[config.mk]
export PLATFORM = sky130hd
export DESIGN_NAME = one_time_watchdog_reset_out
export DESIGN_NICKNAME = d
export VERILOG_FILES = /design/src/watchdog_pkg.sv /design/src/one_time_watchdog_reset_out.sv /design/src/machine_cycle_gen.sv /design/src/reset_pulse_gen.sv
export VERILOG_INCLUDE_DIRS = /design/src
export SDC_FILE = /design/constraint.sdc
export NUM_CORES = 1
export LEC_CHECK = 0
export BUFFER_PORTS_ARGS = -buffer_cell sky130_fd_sc_hd__buf_2
export CORE_ASPECT_RATIO = 0.8
export CORE_MARGIN = 2
export CORE_UTILIZATION = 50
export DETAILED_ROUTE_END_ITERATION = 10
export PLACE_DENSITY_LB_ADDON = 0.15
export RECOVER_POWER = 25
export SLEW_MARGIN = 20
export SYNTH_ARGS = -nofsm -noshare
export SYNTH_HDL_FRONTEND = slang
export SYNTH_SLANG_ARGS = --single-unit
[constraint.sdc]
create_clock -name ref_clk_in -period 3.2 [get_ports ref_clk_in]
set_input_delay 0.64 -clock ref_clk_in [delete_from_list [all_inputs] [get_ports ref_clk_in]]
set_output_delay 0.64 -clock ref_clk_in [all_outputs]
set_load 0.02 [all_outputs]
[src/watchdog_defines.svh]
// Constants for the one-time supervision timer
`ifndef WATCHDOG_DEFINES_SVH
`define WATCHDOG_DEFINES_SVH
`define WD_SERVICE_ADDR   8'hA6
`define WD_KEY_FIRST      8'h1E
`define WD_KEY_SECOND     8'hE1
`define WD_COUNT_WIDTH    14
`define WD_COUNT_TOP      14'h3FFF
`define WD_PULSE_OSC_6CLK 98
`define WD_PULSE_OSC_12CLK 196
`define WD_OSC_PER_MC_6   6
`define WD_OSC_PER_MC_12  12
`endif

[src/watchdog_pkg.sv]
// Types shared by the supervision timer files
package watchdog_pkg;
  typedef enum logic [1:0] {
    KEY_IDLE  = 2'b00,
    KEY_FIRST = 2'b01
  } key_state_t;
endpackage

[src/one_time_watchdog_reset_out.sv]
// One-time enabled supervision timer with reset-out pulse
// Functional notes
// - Disabled and idle after every reset
// - Key 1E then E1 at A6 arms
// - Fourteen-bit dedicated supervision counter
// - Armed counter advances each machine cycle
// - Software cannot disarm; only reset
// - Reaching 3FFF overflows and resets device
// - Key sequence while armed restarts count
// - Service register write-only, counter hidden
// - Overflow drives reset pin high
// - Pulse 98 or 196 oscillator periods
// - Flash bit forces six-clock, else register
// - Flash clock bit sampled at power-on
`include "watchdog_defines.svh"
module one_time_watchdog_reset_out #(
  parameter int COUNT_WIDTH = `WD_COUNT_WIDTH
) (
  input  wire logic       ref_clk_in,
  input  wire logic       sys_rst_in,
  input  wire logic       clk_en_in,
  input  wire logic       power_on_in,
  input  wire logic       sfr_wr_in,
  input  wire logic [7:0] sfr_addr_in,
  input  wire logic [7:0] sfr_wdata_in,
  input  wire logic       flash_clock_mode_bit_in,
  input  wire logic       sfr_clock_mode_bit_in,
  output logic            rst_pin_out,
  output logic            rst_pin_oe_out,
  output logic            device_reset_out,
  output logic            timer_armed_out
);
  // Elaboration check: the overflow point is fixed at a fourteen-bit top count
  if (COUNT_WIDTH != `WD_COUNT_WIDTH) begin : gen_bad_width
    $error("COUNT_WIDTH must be 14");
  end

  watchdog_pkg::key_state_t key_reg;
  logic                     armed_reg;
  logic [COUNT_WIDTH-1:0]   count_reg;
  logic                     flash_mode_reg;
  logic                     flash_sync1_reg;
  logic                     flash_sync2_reg;
  logic                     por_sync1_reg;
  logic                     por_sync2_reg;
  logic                     sfr_mode_sync1_reg;
  logic                     sfr_mode_sync2_reg;
  logic                     six_clk_mode;
  logic                     mc_tick;
  logic                     svc_wr;
  logic                     key_done;
  logic                     overflow;
  logic                     pulse;
  logic                     pulse_d_reg;

  // Pin inputs through two flip-flops
  always_ff @(posedge ref_clk_in) begin
    if (sys_rst_in) begin
      flash_sync1_reg    <= 1'b0;
      flash_sync2_reg    <= 1'b0;
      por_sync1_reg      <= 1'b0;
      por_sync2_reg      <= 1'b0;
      sfr_mode_sync1_reg <= 1'b0;
      sfr_mode_sync2_reg <= 1'b0;
    end else if (clk_en_in) begin
      flash_sync1_reg    <= flash_clock_mode_bit_in;
      flash_sync2_reg    <= flash_sync1_reg;
      por_sync1_reg      <= power_on_in;
      por_sync2_reg      <= por_sync1_reg;
      sfr_mode_sync1_reg <= sfr_clock_mode_bit_in;
      sfr_mode_sync2_reg <= sfr_mode_sync1_reg;
    end
  end

  // Latch at power-on
  // Flash mode bit held across ordinary resets; only power-on reloads it
  always_ff @(posedge ref_clk_in) begin
    if (clk_en_in && por_sync2_reg) begin
      flash_mode_reg <= flash_sync2_reg;
    end
  end

  assign six_clk_mode = flash_mode_reg || sfr_mode_sync2_reg;

  machine_cycle_gen u_mc (
    .ref_clk_in      (ref_clk_in),
    .sys_rst_in      (sys_rst_in || por_sync2_reg),
    .clk_en_in       (clk_en_in),
    .six_clk_mode_in (six_clk_mode),
    .mc_tick_out     (mc_tick)
  );

  // Write-only decode
  // Only writes reach the service register; there is no read path
  assign svc_wr = clk_en_in && sfr_wr_in && (sfr_addr_in == `WD_SERVICE_ADDR);
  assign key_done = svc_wr && (key_reg == watchdog_pkg::KEY_FIRST)
                    && (sfr_wdata_in == `WD_KEY_SECOND);

  always_ff @(posedge ref_clk_in) begin
    if (sys_rst_in || por_sync2_reg || overflow) begin
      key_reg <= watchdog_pkg::KEY_IDLE;
    end else if (svc_wr) begin
      case (key_reg)
        watchdog_pkg::KEY_IDLE: begin
          key_reg <= (sfr_wdata_in == `WD_KEY_FIRST) ? watchdog_pkg::KEY_FIRST
                                                     : watchdog_pkg::KEY_IDLE;
        end
        watchdog_pkg::KEY_FIRST: begin
          // A repeated first byte starts a new sequence
          key_reg <= (sfr_wdata_in == `WD_KEY_FIRST) ? watchdog_pkg::KEY_FIRST
                                                     : watchdog_pkg::KEY_IDLE;
        end
        default: begin
          key_reg <= watchdog_pkg::KEY_IDLE;
        end
      endcase
    end
  end

  // Arm state
  // Arms on completed key; no write can clear it, only reset or overflow
  always_ff @(posedge ref_clk_in) begin
    if (sys_rst_in || por_sync2_reg || device_reset_out) begin
      armed_reg <= 1'b0;
    end else if (key_done) begin
      armed_reg <= 1'b1;
    end
  end

  assign overflow = armed_reg && mc_tick && (count_reg == `WD_COUNT_TOP);

  always_ff @(posedge ref_clk_in) begin
    if (sys_rst_in || por_sync2_reg || device_reset_out) begin
      count_reg <= '0;
    end else if (clk_en_in) begin
      if (key_done || overflow) begin
        count_reg <= '0;
      end else if (armed_reg && mc_tick) begin
        count_reg <= count_reg + COUNT_WIDTH'(1);
      end
    end
  end

  reset_pulse_gen u_pulse (
    .ref_clk_in      (ref_clk_in),
    .sys_rst_in      (sys_rst_in || por_sync2_reg),
    .clk_en_in       (clk_en_in),
    .fire_in         (overflow),
    .six_clk_mode_in (six_clk_mode),
    .pulse_out       (pulse)
  );

  // Registered copy so outputs come from flip-flops
  always_ff @(posedge ref_clk_in) begin
    if (sys_rst_in) begin
      pulse_d_reg <= 1'b0;
    end else if (clk_en_in) begin
      pulse_d_reg <= pulse;
    end
  end

  assign rst_pin_out      = pulse_d_reg;
  assign rst_pin_oe_out   = pulse_d_reg;
  assign device_reset_out = pulse_d_reg;
  assign timer_armed_out  = armed_reg;
endmodule

[src/machine_cycle_gen.sv]
// Machine-cycle tick generator from oscillator clock and clock mode
`include "watchdog_defines.svh"
module machine_cycle_gen (
  input  wire logic ref_clk_in,
  input  wire logic sys_rst_in,
  input  wire logic clk_en_in,
  input  wire logic six_clk_mode_in,
  output logic      mc_tick_out
);
  logic [3:0] div_reg;
  logic [3:0] div_last;

  // Last count of the divider for the current mode
  assign div_last = six_clk_mode_in ? 4'(`WD_OSC_PER_MC_6 - 1) : 4'(`WD_OSC_PER_MC_12 - 1);

  // Oscillator divider
  always_ff @(posedge ref_clk_in) begin
    if (sys_rst_in) begin
      div_reg <= 4'h0;
    end else if (clk_en_in) begin
      if (div_reg >= div_last) begin
        div_reg <= 4'h0;
      end else begin
        div_reg <= div_reg + 4'h1;
      end
    end
  end

  // One-cycle tick per machine cycle
  assign mc_tick_out = clk_en_in && (div_reg >= div_last);
endmodule

[src/reset_pulse_gen.sv]
// Fixed-length reset pulse generator in oscillator periods
`include "watchdog_defines.svh"
module reset_pulse_gen (
  input  wire logic ref_clk_in,
  input  wire logic sys_rst_in,
  input  wire logic clk_en_in,
  input  wire logic fire_in,
  input  wire logic six_clk_mode_in,
  output logic      pulse_out
);
  logic [7:0] cnt_reg;

  // Load length at fire, count down while high
  always_ff @(posedge ref_clk_in) begin
    if (sys_rst_in) begin
      cnt_reg <= 8'h00;
    end else if (clk_en_in) begin
      if (fire_in && cnt_reg == 8'h00) begin
        cnt_reg <= six_clk_mode_in ? 8'(`WD_PULSE_OSC_6CLK) : 8'(`WD_PULSE_OSC_12CLK);
      end else if (cnt_reg != 8'h00) begin
        cnt_reg <= cnt_reg - 8'h01;
      end
    end
  end

  assign pulse_out = (cnt_reg != 8'h00);
endmodule

==> out/results.md, run 1 <==
| Result | Value | Unit |
|:---|:---|:---|
| Worst max-slew margin expressed relative to the limit | 35.6 | % |
| Die Width | 72.1 | um |
| Data required time of the critical path | 3.41 | ns |
| Net count of the finished layout | 264 | - |
| Most frequently used cell type in the post-synthesis netlist | dfxtp_1 | - |
| Fin Clk Skew | 0.00685 | ns |
| TritonCTS sink count | 36 | - |
| Initial drt markers | 154 | - |
| Number of buffers on the longest clock path | 2 | - |
| Number of detailed-routing iterations run before antenna repair | 4 | - |
| Leading post-synthesis cells by instance count | dfxtp_1, nor2_1, or3_1 | - |
| Clock latency reported for the late side of the worst-skew pair | 0.29 | ns |
| Die area | 4210 | um2 |
| Dominant combinational cell family by area after synthesis | simple AND/OR/NAND/NOR gates | - |
| Highest net fanout along the worst path | 14 | - |
| Pwr dens | 415 | nW/um2 |
| All-Layer GR Usage | 19.8 | % |
| Final non-filler cell area | 2060 | um2 |
| Sort of element at the start of the critical path | flop | - |
| Via total after detailed routing | 1662 | - |
| Via count of the first global-routing pass | 1376 | - |
| Detailed-route wire length per cell | 13.9 | um |
| Core Rows | 19 | - |
| Starting density of the core | 53.0 | % |
| Count of final hold-check violations | 0 | - |
| Crit share post-route | 87.2 | % |
| Post-route DRC violation count | 0 | - |
| Clock transition at the register clock pins on the worst setup and hold paths after CTS | 0.07 | ns |
| Arrival time worst endpoint | 3.00 | ns |
| Setup bufs post-CTS | 0 | - |
| Pin count of the biggest net entering global routing | 27 | - |
| ANT nets after route | 0 | - |
| Static Leak | 0.000769 | uW |
| Adder-cell share of the synthesized area | 2.70 | % |
| Destination of the critical timing path | count_reg[3]$_SDFFE_PP0P_ | - |
| Class of the most critical hold timing path | flop to flop | - |
| Chip Height | 58.5 | um |
| Global route total overflow | 0 | - |
| Count of endpoints failing setup in the final report | 0 | - |
| Mux cell area share after synthesis | 5.94 | % |
| RSZ-0062 raised after global routing | false | - |
| Number of synthesized register bits | 36 | - |
| Estimated wirelength of the detail-placed design | 2750 | um |
| Register-to-register path setup slack | 0.41 | ns |
| Compound-Gate Fraction of Synth Area | 17.6 | % |
| Simple-gate share of the synthesized area | 27.2 | % |
| Number of nets in the synthesized netlist | 240 | - |
| Share of cells above drive strength 1 | 17.6 | % |
| Primary flip-flop cell chosen by synthesis mapping | dfxtp_1 | - |
| Classification of the worst setup path | flop to flop | - |
| Cell area after synthesis | 1850 | um2 |
| Number of distinct library cells after synthesis | 47 | - |
| Post-Route WL | 3890 | um |
| Worst Tran Pin Value | 0.966 | ns |
| GPL Wtd Cong | 0.780 | - |
| Drt via density | 5.94 | - |
| Number of I/O pins | 27 | - |
| Count of input and output buffers | 26 | - |
| Layout area overhead | 11.4 | % |
| Status | finished clean | - |
| Number of buffers added to fix hold violations after cts | 0 | - |
| Xor/xnor share of the synthesized area | 1.89 | % |
| Number of H-tree levels | 2 | - |
| Maximum vdd ir drop | 0.308 | mV |
| Max-cap viol count | 0 | - |
| Maximum frequency from static timing analysis | 0.359 | GHz |
| Root Buffer Master | clkbuf_8 | - |
| Share of flip-flops with an asynchronous set or reset | 0 | % |
| CP Launch Point | flash_mode_reg$_DFFE_PP_ | - |
| Syn Area/Cell | 8.70 | um2 |
| Setup TNS Final | 0 | ns |
| Max FFs per register | 14 | - |
| Crit end category | flop | - |
| Wire length of the first global-routing pass | 6380 | um |
| Path depth of the worst reg2reg path | 8 | - |
| Library cell with the largest summed area after synthesis | dfxtp_1 | - |
| Post-route minimum period | 2.79 | ns |
| Critical register-to-register path endpoint | count_reg[3]$_SDFFE_PP0P_ | - |
| Launch point of the worst reg-to-reg path | flash_mode_reg$_DFFE_PP_ | - |
| Initial antenna violation count | 0 | - |
| Number of resized instances in the post-cts repair step | 0 | - |
| Post-synthesis sequential area ratio | 39.4 | % |
| Most area-consuming cells after synthesis | dfxtp_1, mux2i_1, nor2_1 | - |
| Synthesized netlist cell count | 213 | - |
| Area share of the leading cell type in the synthesized netlist | 37.8 | % |
| Placed Instance Area | 1990 | um2 |
| Diodes inserted | 0 | - |
| Yosys warning count | 0 | - |
| Clock tree from TritonCTS | done | - |
| Post-synth EDFFs | 1 | - |
| Inserted Clock Buffers | 5 | - |
| Final max-slew violation count | 0 | - |
| Core outline area | 3490 | um2 |
==> worst min-delay path by stage <==
stage | endpoint | cells after the start | start
after floorplan | flash_mode_reg$_DFFE_PP_ | 0 | flash_sync2_reg$_SDFFE_PP0P_
after global placement | flash_mode_reg$_DFFE_PP_ | 0 | flash_sync2_reg$_SDFFE_PP0P_
after detailed placement | flash_mode_reg$_DFFE_PP_ | 0 | flash_sync2_reg$_SDFFE_PP0P_
after CTS | flash_mode_reg$_DFFE_PP_ | 0 | flash_sync2_reg$_SDFFE_PP0P_
after global routing | flash_mode_reg$_DFFE_PP_ | 0 | flash_sync2_reg$_SDFFE_PP0P_
final | flash_mode_reg$_DFFE_PP_ | 0 | flash_sync2_reg$_SDFFE_PP0P_
==> stage by stage <==
| stage | hold WS [ns] | instances | setup WS, ns | utilization, % | total power (uW) |
|---|---|---|---|---|---|
| finish | 0.431 | 280 | 0.411 | 59.1 | 856 |
| CTS | 0.436 | 280 | 0.406 | 59.4 | 864 |
| floorplan | 0.408 | 213 | 0.791 | - | 511 |
| global placement | 0.417 | 272 | 0.520 | 56.9 | 530 |
| global route | 0.449 | 280 | 0.212 | 59.1 | 891 |
| detailed placement | 0.419 | 272 | 0.425 | 56.9 | 531 |
==> where the power goes <==
group / total, uW / leakage, uW / internal [uW] / switching, uW
clock network: 336 / 0.0000455 / 176 / 160
registers: 464 / 0.000291 / 457 / 6.62
logic: 56.3 / 0.000432 / 24.3 / 32.0
==> per-layer routing <==
metal  GRT usage [%]  share of wire (%)
met2            26.5                 39
met5               0                  0
met4            8.36                1.5
met1            28.7                 54
met3            6.85                6.1
==> area by class of cell <==
cell class              count  area (um2)
fillers                   328        1430
multi-input cells         157        1020
flip-flops and latches     36         731
repair buffers             28         139
clock buffers               8        90.1
well taps                  42        52.6
inverters                   9        33.8
==> cells in the final DEF, fill, tap and decap left out, types with 3 or more instances in the layout <==
| cell | n |
|---|---|
| a21oi_1 | 11 |
| or3_1 | 12 |
| nand4_1 | 6 |
| o21ai_0 | 11 |
| a21oi_2 | 9 |
| nor2_1 | 23 |
| xor2_1 | 3 |
| dfxtp_1 | 35 |
| clkbuf_8 | 6 |
| ha_1 | 4 |
| nor4_1 | 3 |
| mux2i_1 | 11 |
| nand3_1 | 6 |
| buf_2 | 24 |
| nand2_1 | 11 |
| inv_1 | 9 |
| or4_1 | 9 |
| clkbuf_1 | 5 |
| nor3_1 | 6 |
| o31ai_1 | 5 |
==> critical path, cell delays in order (launching register included) <==
cell      delay, ns
edfxtp_1       0.36
nor2_1         0.21
inv_1          0.09
ha_1           0.30
o211a_1        0.12
a311o_1        0.38
and2_4         0.19
or4b_1         0.80
a21oi_1        0.24
==> cells by family after synthesis <==
kind of cell / after synthesis
DFF: 36
adders and majority gates: 4
xor gates and xnor gates: 4
muxes: 11
AOI/OAI and AO/OA: 48
and+or+nand+nor: 90
buffers and inverters: 20
(Power assumes the default switching activity.)
==> run 2, diff against run 1 <==
--- a/config.mk
+++ b/config.mk
@@ -16,4 +16,5 @@
 export SLEW_MARGIN = 20
 export SYNTH_ARGS = -nofsm -noshare
 export SYNTH_HDL_FRONTEND = slang
+export SYNTH_HIERARCHICAL = 1
 export SYNTH_SLANG_ARGS = --single-unit
==> run 2 against run 1 <==
Area after synthesis is 8.9% higher. Combinational power grew to 9.5 times the previous value. Clock-buffer cell count is 2 lower. Power is 70% higher. Die area is 8.4% higher. Utilization is 0.37 points higher. Sequential cell count stayed put. Non-clock buffer count is 1 higher. Synthesized cell count is 7.0% higher. Sequential power is 28% higher. Critical endpoint is now u_pulse/cnt_reg[7]$_SDFFE_PP0P_. Largest cell class unchanged.
==> out/results.md, run 2 <==
| Result | Value | Unit |
|:---|:---|:---|
| Via count of the first global-routing pass | 1450 | - |
| Post-route worst setup slack | 0.324 | ns |
| Most area-consuming cells after synthesis | dfxtp_1, mux2i_1, nor2_1 | - |
| Placed Instance Area | 2180 | um2 |
| Area share of the leading cell type in the synthesized netlist | 34.7 | % |
| Share of cells above drive strength 1 | 20.1 | % |
| Core outline area | 3830 | um2 |
| Simple-gate share of the synthesized area | 29.6 | % |
| Number of nets in the synthesized netlist | 257 | - |
| Count of final hold-check violations | 0 | - |
| Die area | 4560 | um2 |
| Mux cell area share after synthesis | 5.02 | % |
| ANT nets after route | 0 | - |
| Cell area after synthesis | 2020 | um2 |
| Wire length of the first global-routing pass | 6690 | um |
| Via total after detailed routing | 1748 | - |
| Cells on Worst Hold Path | 0 | - |
| Post-route minimum period | 2.88 | ns |
| Pin count of the biggest net entering global routing | 25 | - |
| Core Rows | 20 | - |
| Post-synth EDFFs | 1 | - |
| Launch point of the worst reg-to-reg path | flash_mode_reg$_DFFE_PP_ | - |
| Maximum vdd ir drop | 0.359 | mV |
| Drt via density | 5.66 | - |
| Most frequent cell on the critical path | nand2_1 | - |
| GPL Wtd Cong | 0.847 | - |
| Post-placement worst setup slack | 0.203 | ns |
| Origin of the worst min-delay path | flash_sync2_reg$_SDFFE_PP0P_ | - |
| Number of H-tree levels | 2 | - |
| Setup TNS Final | 0 | ns |
| Library cell with the largest summed area after synthesis | dfxtp_1 | - |
| Worst Tran Pin Value | 0.511 | ns |
| Post-synthesis sequential area ratio | 36.2 | % |
| Arrival time worst endpoint | 3.08 | ns |
| Most frequently used cell type in the post-synthesis netlist | dfxtp_1 | - |
| Clock tree from TritonCTS | done | - |
| Inserted Clock Buffers | 5 | - |
| Critical register-to-register path endpoint | u_pulse/cnt_reg[7]$_SDFFE_PP0P_ | - |
| Leading cell type in the layout, fill and taps excluded | dfxtp_1 | - |
| Final non-filler cell area | 2280 | um2 |
| Number of distinct library cells after synthesis | 62 | - |
| Starting density of the core | 52.7 | % |
| Clock latency reported for the late side of the worst-skew pair | 0.29 | ns |
| Syn Area/Cell | 8.85 | um2 |
| Final max-slew violation count | 0 | - |
| Global route total overflow | 0 | - |
| Clock network fraction of design power | 22.7 | % |
| Max FFs per register | 14 | - |
| Sort of element at the start of the critical path | flop | - |
| Register-to-register path setup slack | 0.32 | ns |
| Worst max-slew margin expressed relative to the limit | 65.6 | % |
| Number of I/O pins | 27 | - |
| Status | finished clean | - |
| Post-route DRC violation count | 0 | - |
| Worst hold endpoint | flash_mode_reg$_DFFE_PP_ | - |
| Crit share post-route | 89.9 | % |
| Post-Route Hold Slack | 0.441 | ns |
| Slowest library cell on the worst path | edfxtp_1 | - |
| Number of synthesized register bits | 36 | - |
| Yosys warning count | 6 | - |
| Chip Height | 60.8 | um |
| Diodes inserted | 0 | - |
| Classification of the worst setup path | flop to flop | - |
| Longest individual stage delay on the worst path | 0.35 | ns |
| Share of flip-flops with an asynchronous set or reset | 0 | % |
| Static Leak | 0.000877 | uW |
| Switch Pwr | 534 | uW |
| Leading post-synthesis cells by instance count | dfxtp_1, nor2_1, nand2_1, nand3_1, a21oi_1 | - |
| Pwr dens | 639 | nW/um2 |
| Detailed-route wire length per cell | 13.4 | um |
| Die Width | 75.0 | um |
| Crit end category | flop | - |
| Data required time of the critical path | 3.40 | ns |
| Initial antenna violation count | 0 | - |
| Internal | 920 | uW |
| Adder-cell share of the synthesized area | 3.72 | % |
| Fin Clk Skew | 0.0113 | ns |
| Dominant combinational cell family by area after synthesis | simple AND/OR/NAND/NOR gates | - |
| Count of input and output buffers | 26 | - |
| Estimated wirelength of the detail-placed design | 2990 | um |
| Layout area overhead | 12.8 | % |
| Number of buffers on the longest clock path | 2 | - |
| Most frequent cells in the layout | dfxtp_1, buf_2, nor2_1, nand2_1, nand3_1 | - |
| Critical path cell sequence | or2_2 -> inv_1 -> ha_1 -> o21ai_1 -> o21ai_2 -> and2_1 -> nand2_1 -> nor4_2 -> nand2_1 -> inv_2 -> o31ai_1 -> and2b_1 -> a311oi_2 | - |
| Net Sw Frac | 36.7 | % |
| Highest net fanout along the worst path | 11 | - |
| Max-cap viol count | 0 | - |
| All-Layer GR Usage | 19.5 | % |
| Fraction of the core area covered by cells at the end of the flow | 59.4 | % |
| Net count of the finished layout | 282 | - |
| Compound-Gate Fraction of Synth Area | 16.9 | % |
| Root Buffer Master | clkbuf_8 | - |
| Post-Route WL | 4150 | um |
| Combinational power share | 36.6 | % |
| TritonCTS sink count | 36 | - |
| Synthesized netlist cell count | 228 | - |
| Primary flip-flop cell chosen by synthesis mapping | dfxtp_1 | - |
| Clock transition at the register clock pins on the worst setup and hold paths after CTS | 0.07 | ns |
| RSZ-0062 raised after global routing | false | - |
| Sequential share of power | 40.7 | % |
| Class of the most critical hold timing path | flop to flop | - |
| Xor/xnor share of the synthesized area | 3.91 | % |
| Maximum frequency from static timing analysis | 0.348 | GHz |
| Initial drt markers | 114 | - |
| Count of endpoints failing setup in the final report | 0 | - |
| Path depth of the worst reg2reg path | 13 | - |
| Number of detailed-routing iterations run before antenna repair | 4 | - |
run 2: cell types whose count changed after synthesis, moves of 4 or more:
cell / delta
nor4_1: +5
o21ai_0: -6
nand2_1: +6
a21oi_2: -9
xor2_1: +4
or4_1: -8
nand3_1: +9
or3_1: -10
nand4_1: -5
run 2: worst max-delay path by stage:
stage,from,endpoint,slack [ns],cells past startpoint
floorplan,flash_mode_reg$_DFFE_PP_,u_pulse/cnt_reg[7]$_SDFFE_PP0P_,0.23,13
global placement,flash_mode_reg$_DFFE_PP_,u_pulse/cnt_reg[7]$_SDFFE_PP0P_,0.29,12
detailed placement,flash_mode_reg$_DFFE_PP_,u_pulse/cnt_reg[7]$_SDFFE_PP0P_,0.20,13
CTS,flash_mode_reg$_DFFE_PP_,u_pulse/cnt_reg[7]$_SDFFE_PP0P_,0.17,13
global route,flash_mode_reg$_DFFE_PP_,u_pulse/cnt_reg[7]$_SDFFE_PP0P_,0.05,13
finish,flash_mode_reg$_DFFE_PP_,u_pulse/cnt_reg[7]$_SDFFE_PP0P_,0.32,13
run 2: timing repair:
item	CTS	global route
hold buffers	0	0
buffers inserted	0	0
setup endpoints to repair	0	6
gates resized for setup	0	2
run 2: through the flow:
step / total power [uW] / instances
2_1_floorplan: 1020 / 228
3_3_place_gp: 1130 / 301
3_5_place_dp: 1130 / 301
4_1_cts: 1460 / 309
5_1_grt: 1550 / 309
6_report: 1450 / 309
run 2: critical path, delay by kind of cell (launching register included):
| kind | cells | cell delay [ns] |
|---|---|---|
| compound gates | 4 | 0.72 |
| fa+ha+maj | 1 | 0.20 |
| buf+inv | 2 | 0.25 |
| flops | 1 | 0.35 |
| simple gates | 6 | 1.28 |
run 2: cell families (layout without fill, tap and decap cells):
kind of cell             Yosys count  after routing
AO/OA/AOI/OAI                     44             44
XOR/XNOR                           9              9
adder cells (fa/ha/maj)            6              6
buffers and inverters             20             46
flip-flops                        36             36
multiplexers                      10             10
AND/OR/NAND/NOR                  103            103
run 2: routing by layer:
metal  part of all wire (%)  vias to the layer above  global-route usage [%]
li1                       -                      895                       -
met1                     52                      790                    29.8
met2                     41                       59                    27.1
met3                    6.2                        4                    5.15
met4                   0.87                        0                    4.59
met5                      0                        -                       0
run 2: power by group through the flow:
stage / combinational, uW / sequential [uW] / clock, uW
6_report: 533 / 592 / 330
5_1_grt: 585 / 602 / 358
4_1_cts: 532 / 591 / 339
3_5_place_dp: 525 / 601 / 0
3_3_place_gp: 525 / 601 / 0
2_1_floorplan: 430 / 587 / 0
run 2: area by class of cell:
cell class | count | area (um2)
fillers | 347 | 1550
multi-input cells | 172 | 1200
flip-flops and latches | 36 | 731
repair buffers | 29 | 150
clock buffers | 6 | 82.6
well taps | 55 | 68.8
inverters | 9 | 33.8
clock inverters | 2 | 10.0
==> run 3, diff against run 2 <==
--- a/config.mk
+++ b/config.mk
@@ -8,11 +8,12 @@
 export LEC_CHECK = 0
 export BUFFER_PORTS_ARGS = -buffer_cell sky130_fd_sc_hd__buf_2
 export CORE_ASPECT_RATIO = 0.8
-export CORE_MARGIN = 2
+export CORE_MARGIN = 5
 export CORE_UTILIZATION = 50
 export DETAILED_ROUTE_END_ITERATION = 10
 export PLACE_DENSITY_LB_ADDON = 0.15
 export RECOVER_POWER = 25
+export REMOVE_ABC_BUFFERS = 1
 export SLEW_MARGIN = 20
 export SYNTH_ARGS = -nofsm -noshare
 export SYNTH_HDL_FRONTEND = slang
==> run 3 against run 2 <==
Clock power increased by 19%. Combinational power about the same. Final area increased by 0.61%. Routed wire length decreased by 0.39%. Critical path type unchanged.
==> out/results.md, run 3 (same netlist as run 2, synthesis figures left out) <==
| Result | Value | Unit |
|:---|:---|:---|
| Global route total overflow | 0 | - |
| Inserted Clock Buffers | 5 | - |
| Core Rows | 20 | - |
| Combined buffer and inverter count along the critical path | 2 | - |
| Number of buffers added to fix hold violations after cts | 0 | - |
| Via count of the first global-routing pass | 1580 | - |
| Max-cap viol count | 0 | - |
| Diodes inserted | 0 | - |
| Register area | 731 | um2 |
| Root Buffer Master | clkbuf_8 | - |
| Number of resized instances in the post-cts repair step | 0 | - |
| Number of H-tree levels | 2 | - |
| Die Width | 81.0 | um |
| GPL Wtd Cong | 0.864 | - |
| Longest individual stage delay on the worst path | 0.37 | ns |
| Via total after detailed routing | 1708 | - |
| Maximum vdd ir drop | 0.360 | mV |
| Data required time of the critical path | 3.40 | ns |
| Die area | 5410 | um2 |
| Most frequent cell on the critical path | nand2_1 | - |
| Count of input and output buffers | 26 | - |
| Final max-slew violation count | 0 | - |
| Layout area overhead | 13.5 | % |
| Critical path cell sequence | or2_2 -> inv_1 -> ha_1 -> o21ai_1 -> o21ai_2 -> and2_1 -> nand2_1 -> nor4_2 -> nand2_1 -> inv_2 -> o31ai_1 -> and2b_1 -> a311oi_2 | - |
| Max FFs per register | 14 | - |
| Clock transition at the register clock pins on the worst setup and hold paths after CTS | 0.07 | ns |
| Post-placement worst setup slack | 0.145 | ns |
| Post-route minimum period | 2.91 | ns |
| Pin count of the biggest net entering global routing | 33 | - |
| Maximum frequency from static timing analysis | 0.343 | GHz |
| Share of cells above drive strength 1 | 19.3 | % |
| Detailed-route wire length per cell | 13.4 | um |
| Total area of multi-input combinational cells | 1200 | um2 |
| Fraction of the core area covered by cells at the end of the flow | 59.4 | % |
| Post-route DRC violation count | 0 | - |
| Fill count | 368 | - |
| TritonCTS sink count | 36 | - |
| Count of final hold-check violations | 0 | - |
| Post-Route Hold Slack | 0.456 | ns |
| Setup bufs post-CTS | 0 | - |
| Number of buffers on the longest clock path | 2 | - |
| Pwr dens | 661 | nW/um2 |
| Arrival time worst endpoint | 3.11 | ns |
| Placed instance count | 301 | - |
| ANT nets after route | 0 | - |
| Estimated wirelength of the detail-placed design | 2990 | um |
| Number of detailed-routing iterations run before antenna repair | 4 | - |
| Clock tree from TritonCTS | done | - |
| Net count of the finished layout | 282 | - |
| Starting density of the core | 52.4 | % |
| Static Leak | 0.000877 | uW |
| Count of endpoints failing setup in the final report | 0 | - |
| All-Layer GR Usage | 16.2 | % |
| Number of I/O pins | 27 | - |
| Clock latency reported for the late side of the worst-skew pair | 0.29 | ns |
| Fin Clk Skew | 0.00541 | ns |
| Sort of element at the start of the critical path | flop | - |
| Post-route total power | 1510 | uW |
| Leading cell type in the layout, fill and taps excluded | dfxtp_1 | - |
| Class of the most critical hold timing path | flop to flop | - |
| Highest net fanout along the worst path | 11 | - |
| Initial antenna violation count | 0 | - |
| Wire length of the first global-routing pass | 6990 | um |
| Largest delay share family, worst path | simple AND/OR/NAND/NOR gates | - |
| Drt via density | 5.53 | - |
| Crit share post-route | 91.1 | % |
| Most frequent cells in the layout | dfxtp_1, buf_2, nor2_1, nand2_1, nand3_1 | - |
| Post-Route WL | 4130 | um |
| Classification of the worst setup path | flop to flop | - |
| Initial drt markers | 175 | - |
| Worst Tran Pin Value | 0.559 | ns |
| Slowest library cell on the worst path | edfxtp_1 | - |
| Status | finished clean | - |
| Post-route worst setup slack | 0.286 | ns |
| Count of placed standard cells in the final layout, fillers left out | 309 | - |
| Crit end category | flop | - |
| Chip Height | 66.8 | um |
| Core outline area | 3850 | um2 |
| Worst max-slew margin expressed relative to the limit | 62.4 | % |
run 3: where the power goes:
part / internal, uW / leakage, uW / total (uW) / switching [uW]
logic: 242 / 0.000530 / 530 / 288
registers: 504 / 0.000293 / 591 / 86.8
clock network: 231 / 0.0000552 / 393 / 162
total: 978 / 0.000877 / 1510 / 536
run 3: final cells by class:
cell class              instances  area share (%)
clock buffers                   6            3.17
clock inverters                 2            1.53
inverters                       9            1.48
multi-input cells             172            52.4
flip-flops and latches         36            31.9
well taps                      55            3.01
repair buffers                 29            6.50
run 3: per-stage QoR:
step | instance area (um2) | setup TNS (ns)
2_1_floorplan | 1960 | 0
3_3_place_gp | 2180 | 0
3_5_place_dp | 2180 | 0
5_1_grt | 2290 | -0.00148
6_report | 2290 | 0
4_1_cts | 2290 | 0
run 3: path summary, 6_finish.rpt:
path	from	to	slack, ns	depth (start not counted)
worst max-delay path	flash_mode_reg$_DFFE_PP_	u_pulse/cnt_reg[7]$_SDFFE_PP0P_	0.29	13
worst min-delay path	flash_sync2_reg$_SDFFE_PP0P_	flash_mode_reg$_DFFE_PP_	0.46	0
worst max register to register	flash_mode_reg$_DFFE_PP_	u_pulse/cnt_reg[7]$_SDFFE_PP0P_	0.29	13
worst min register to register	flash_sync2_reg$_SDFFE_PP0P_	flash_mode_reg$_DFFE_PP_	0.46	0
run 3: metal layers:
layer  routed length (um)  GRT usage, %
met5                    0             0
met4                   20          4.43
met3                  280          4.05
met2                 1630          24.1
met1                 2200          23.1
run 3: worst register-to-register path, stage by stage, from the launching register on:
cell      delay, ns
edfxtp_1       0.37
or2_2          0.34
inv_1          0.08
ha_1           0.21
o21ai_1        0.16
o21ai_2        0.18
and2_1         0.19
nand2_1        0.09
nor4_2         0.34
nand2_1        0.13
inv_2          0.17
o31ai_1        0.14
and2b_1        0.20
a311oi_2       0.22
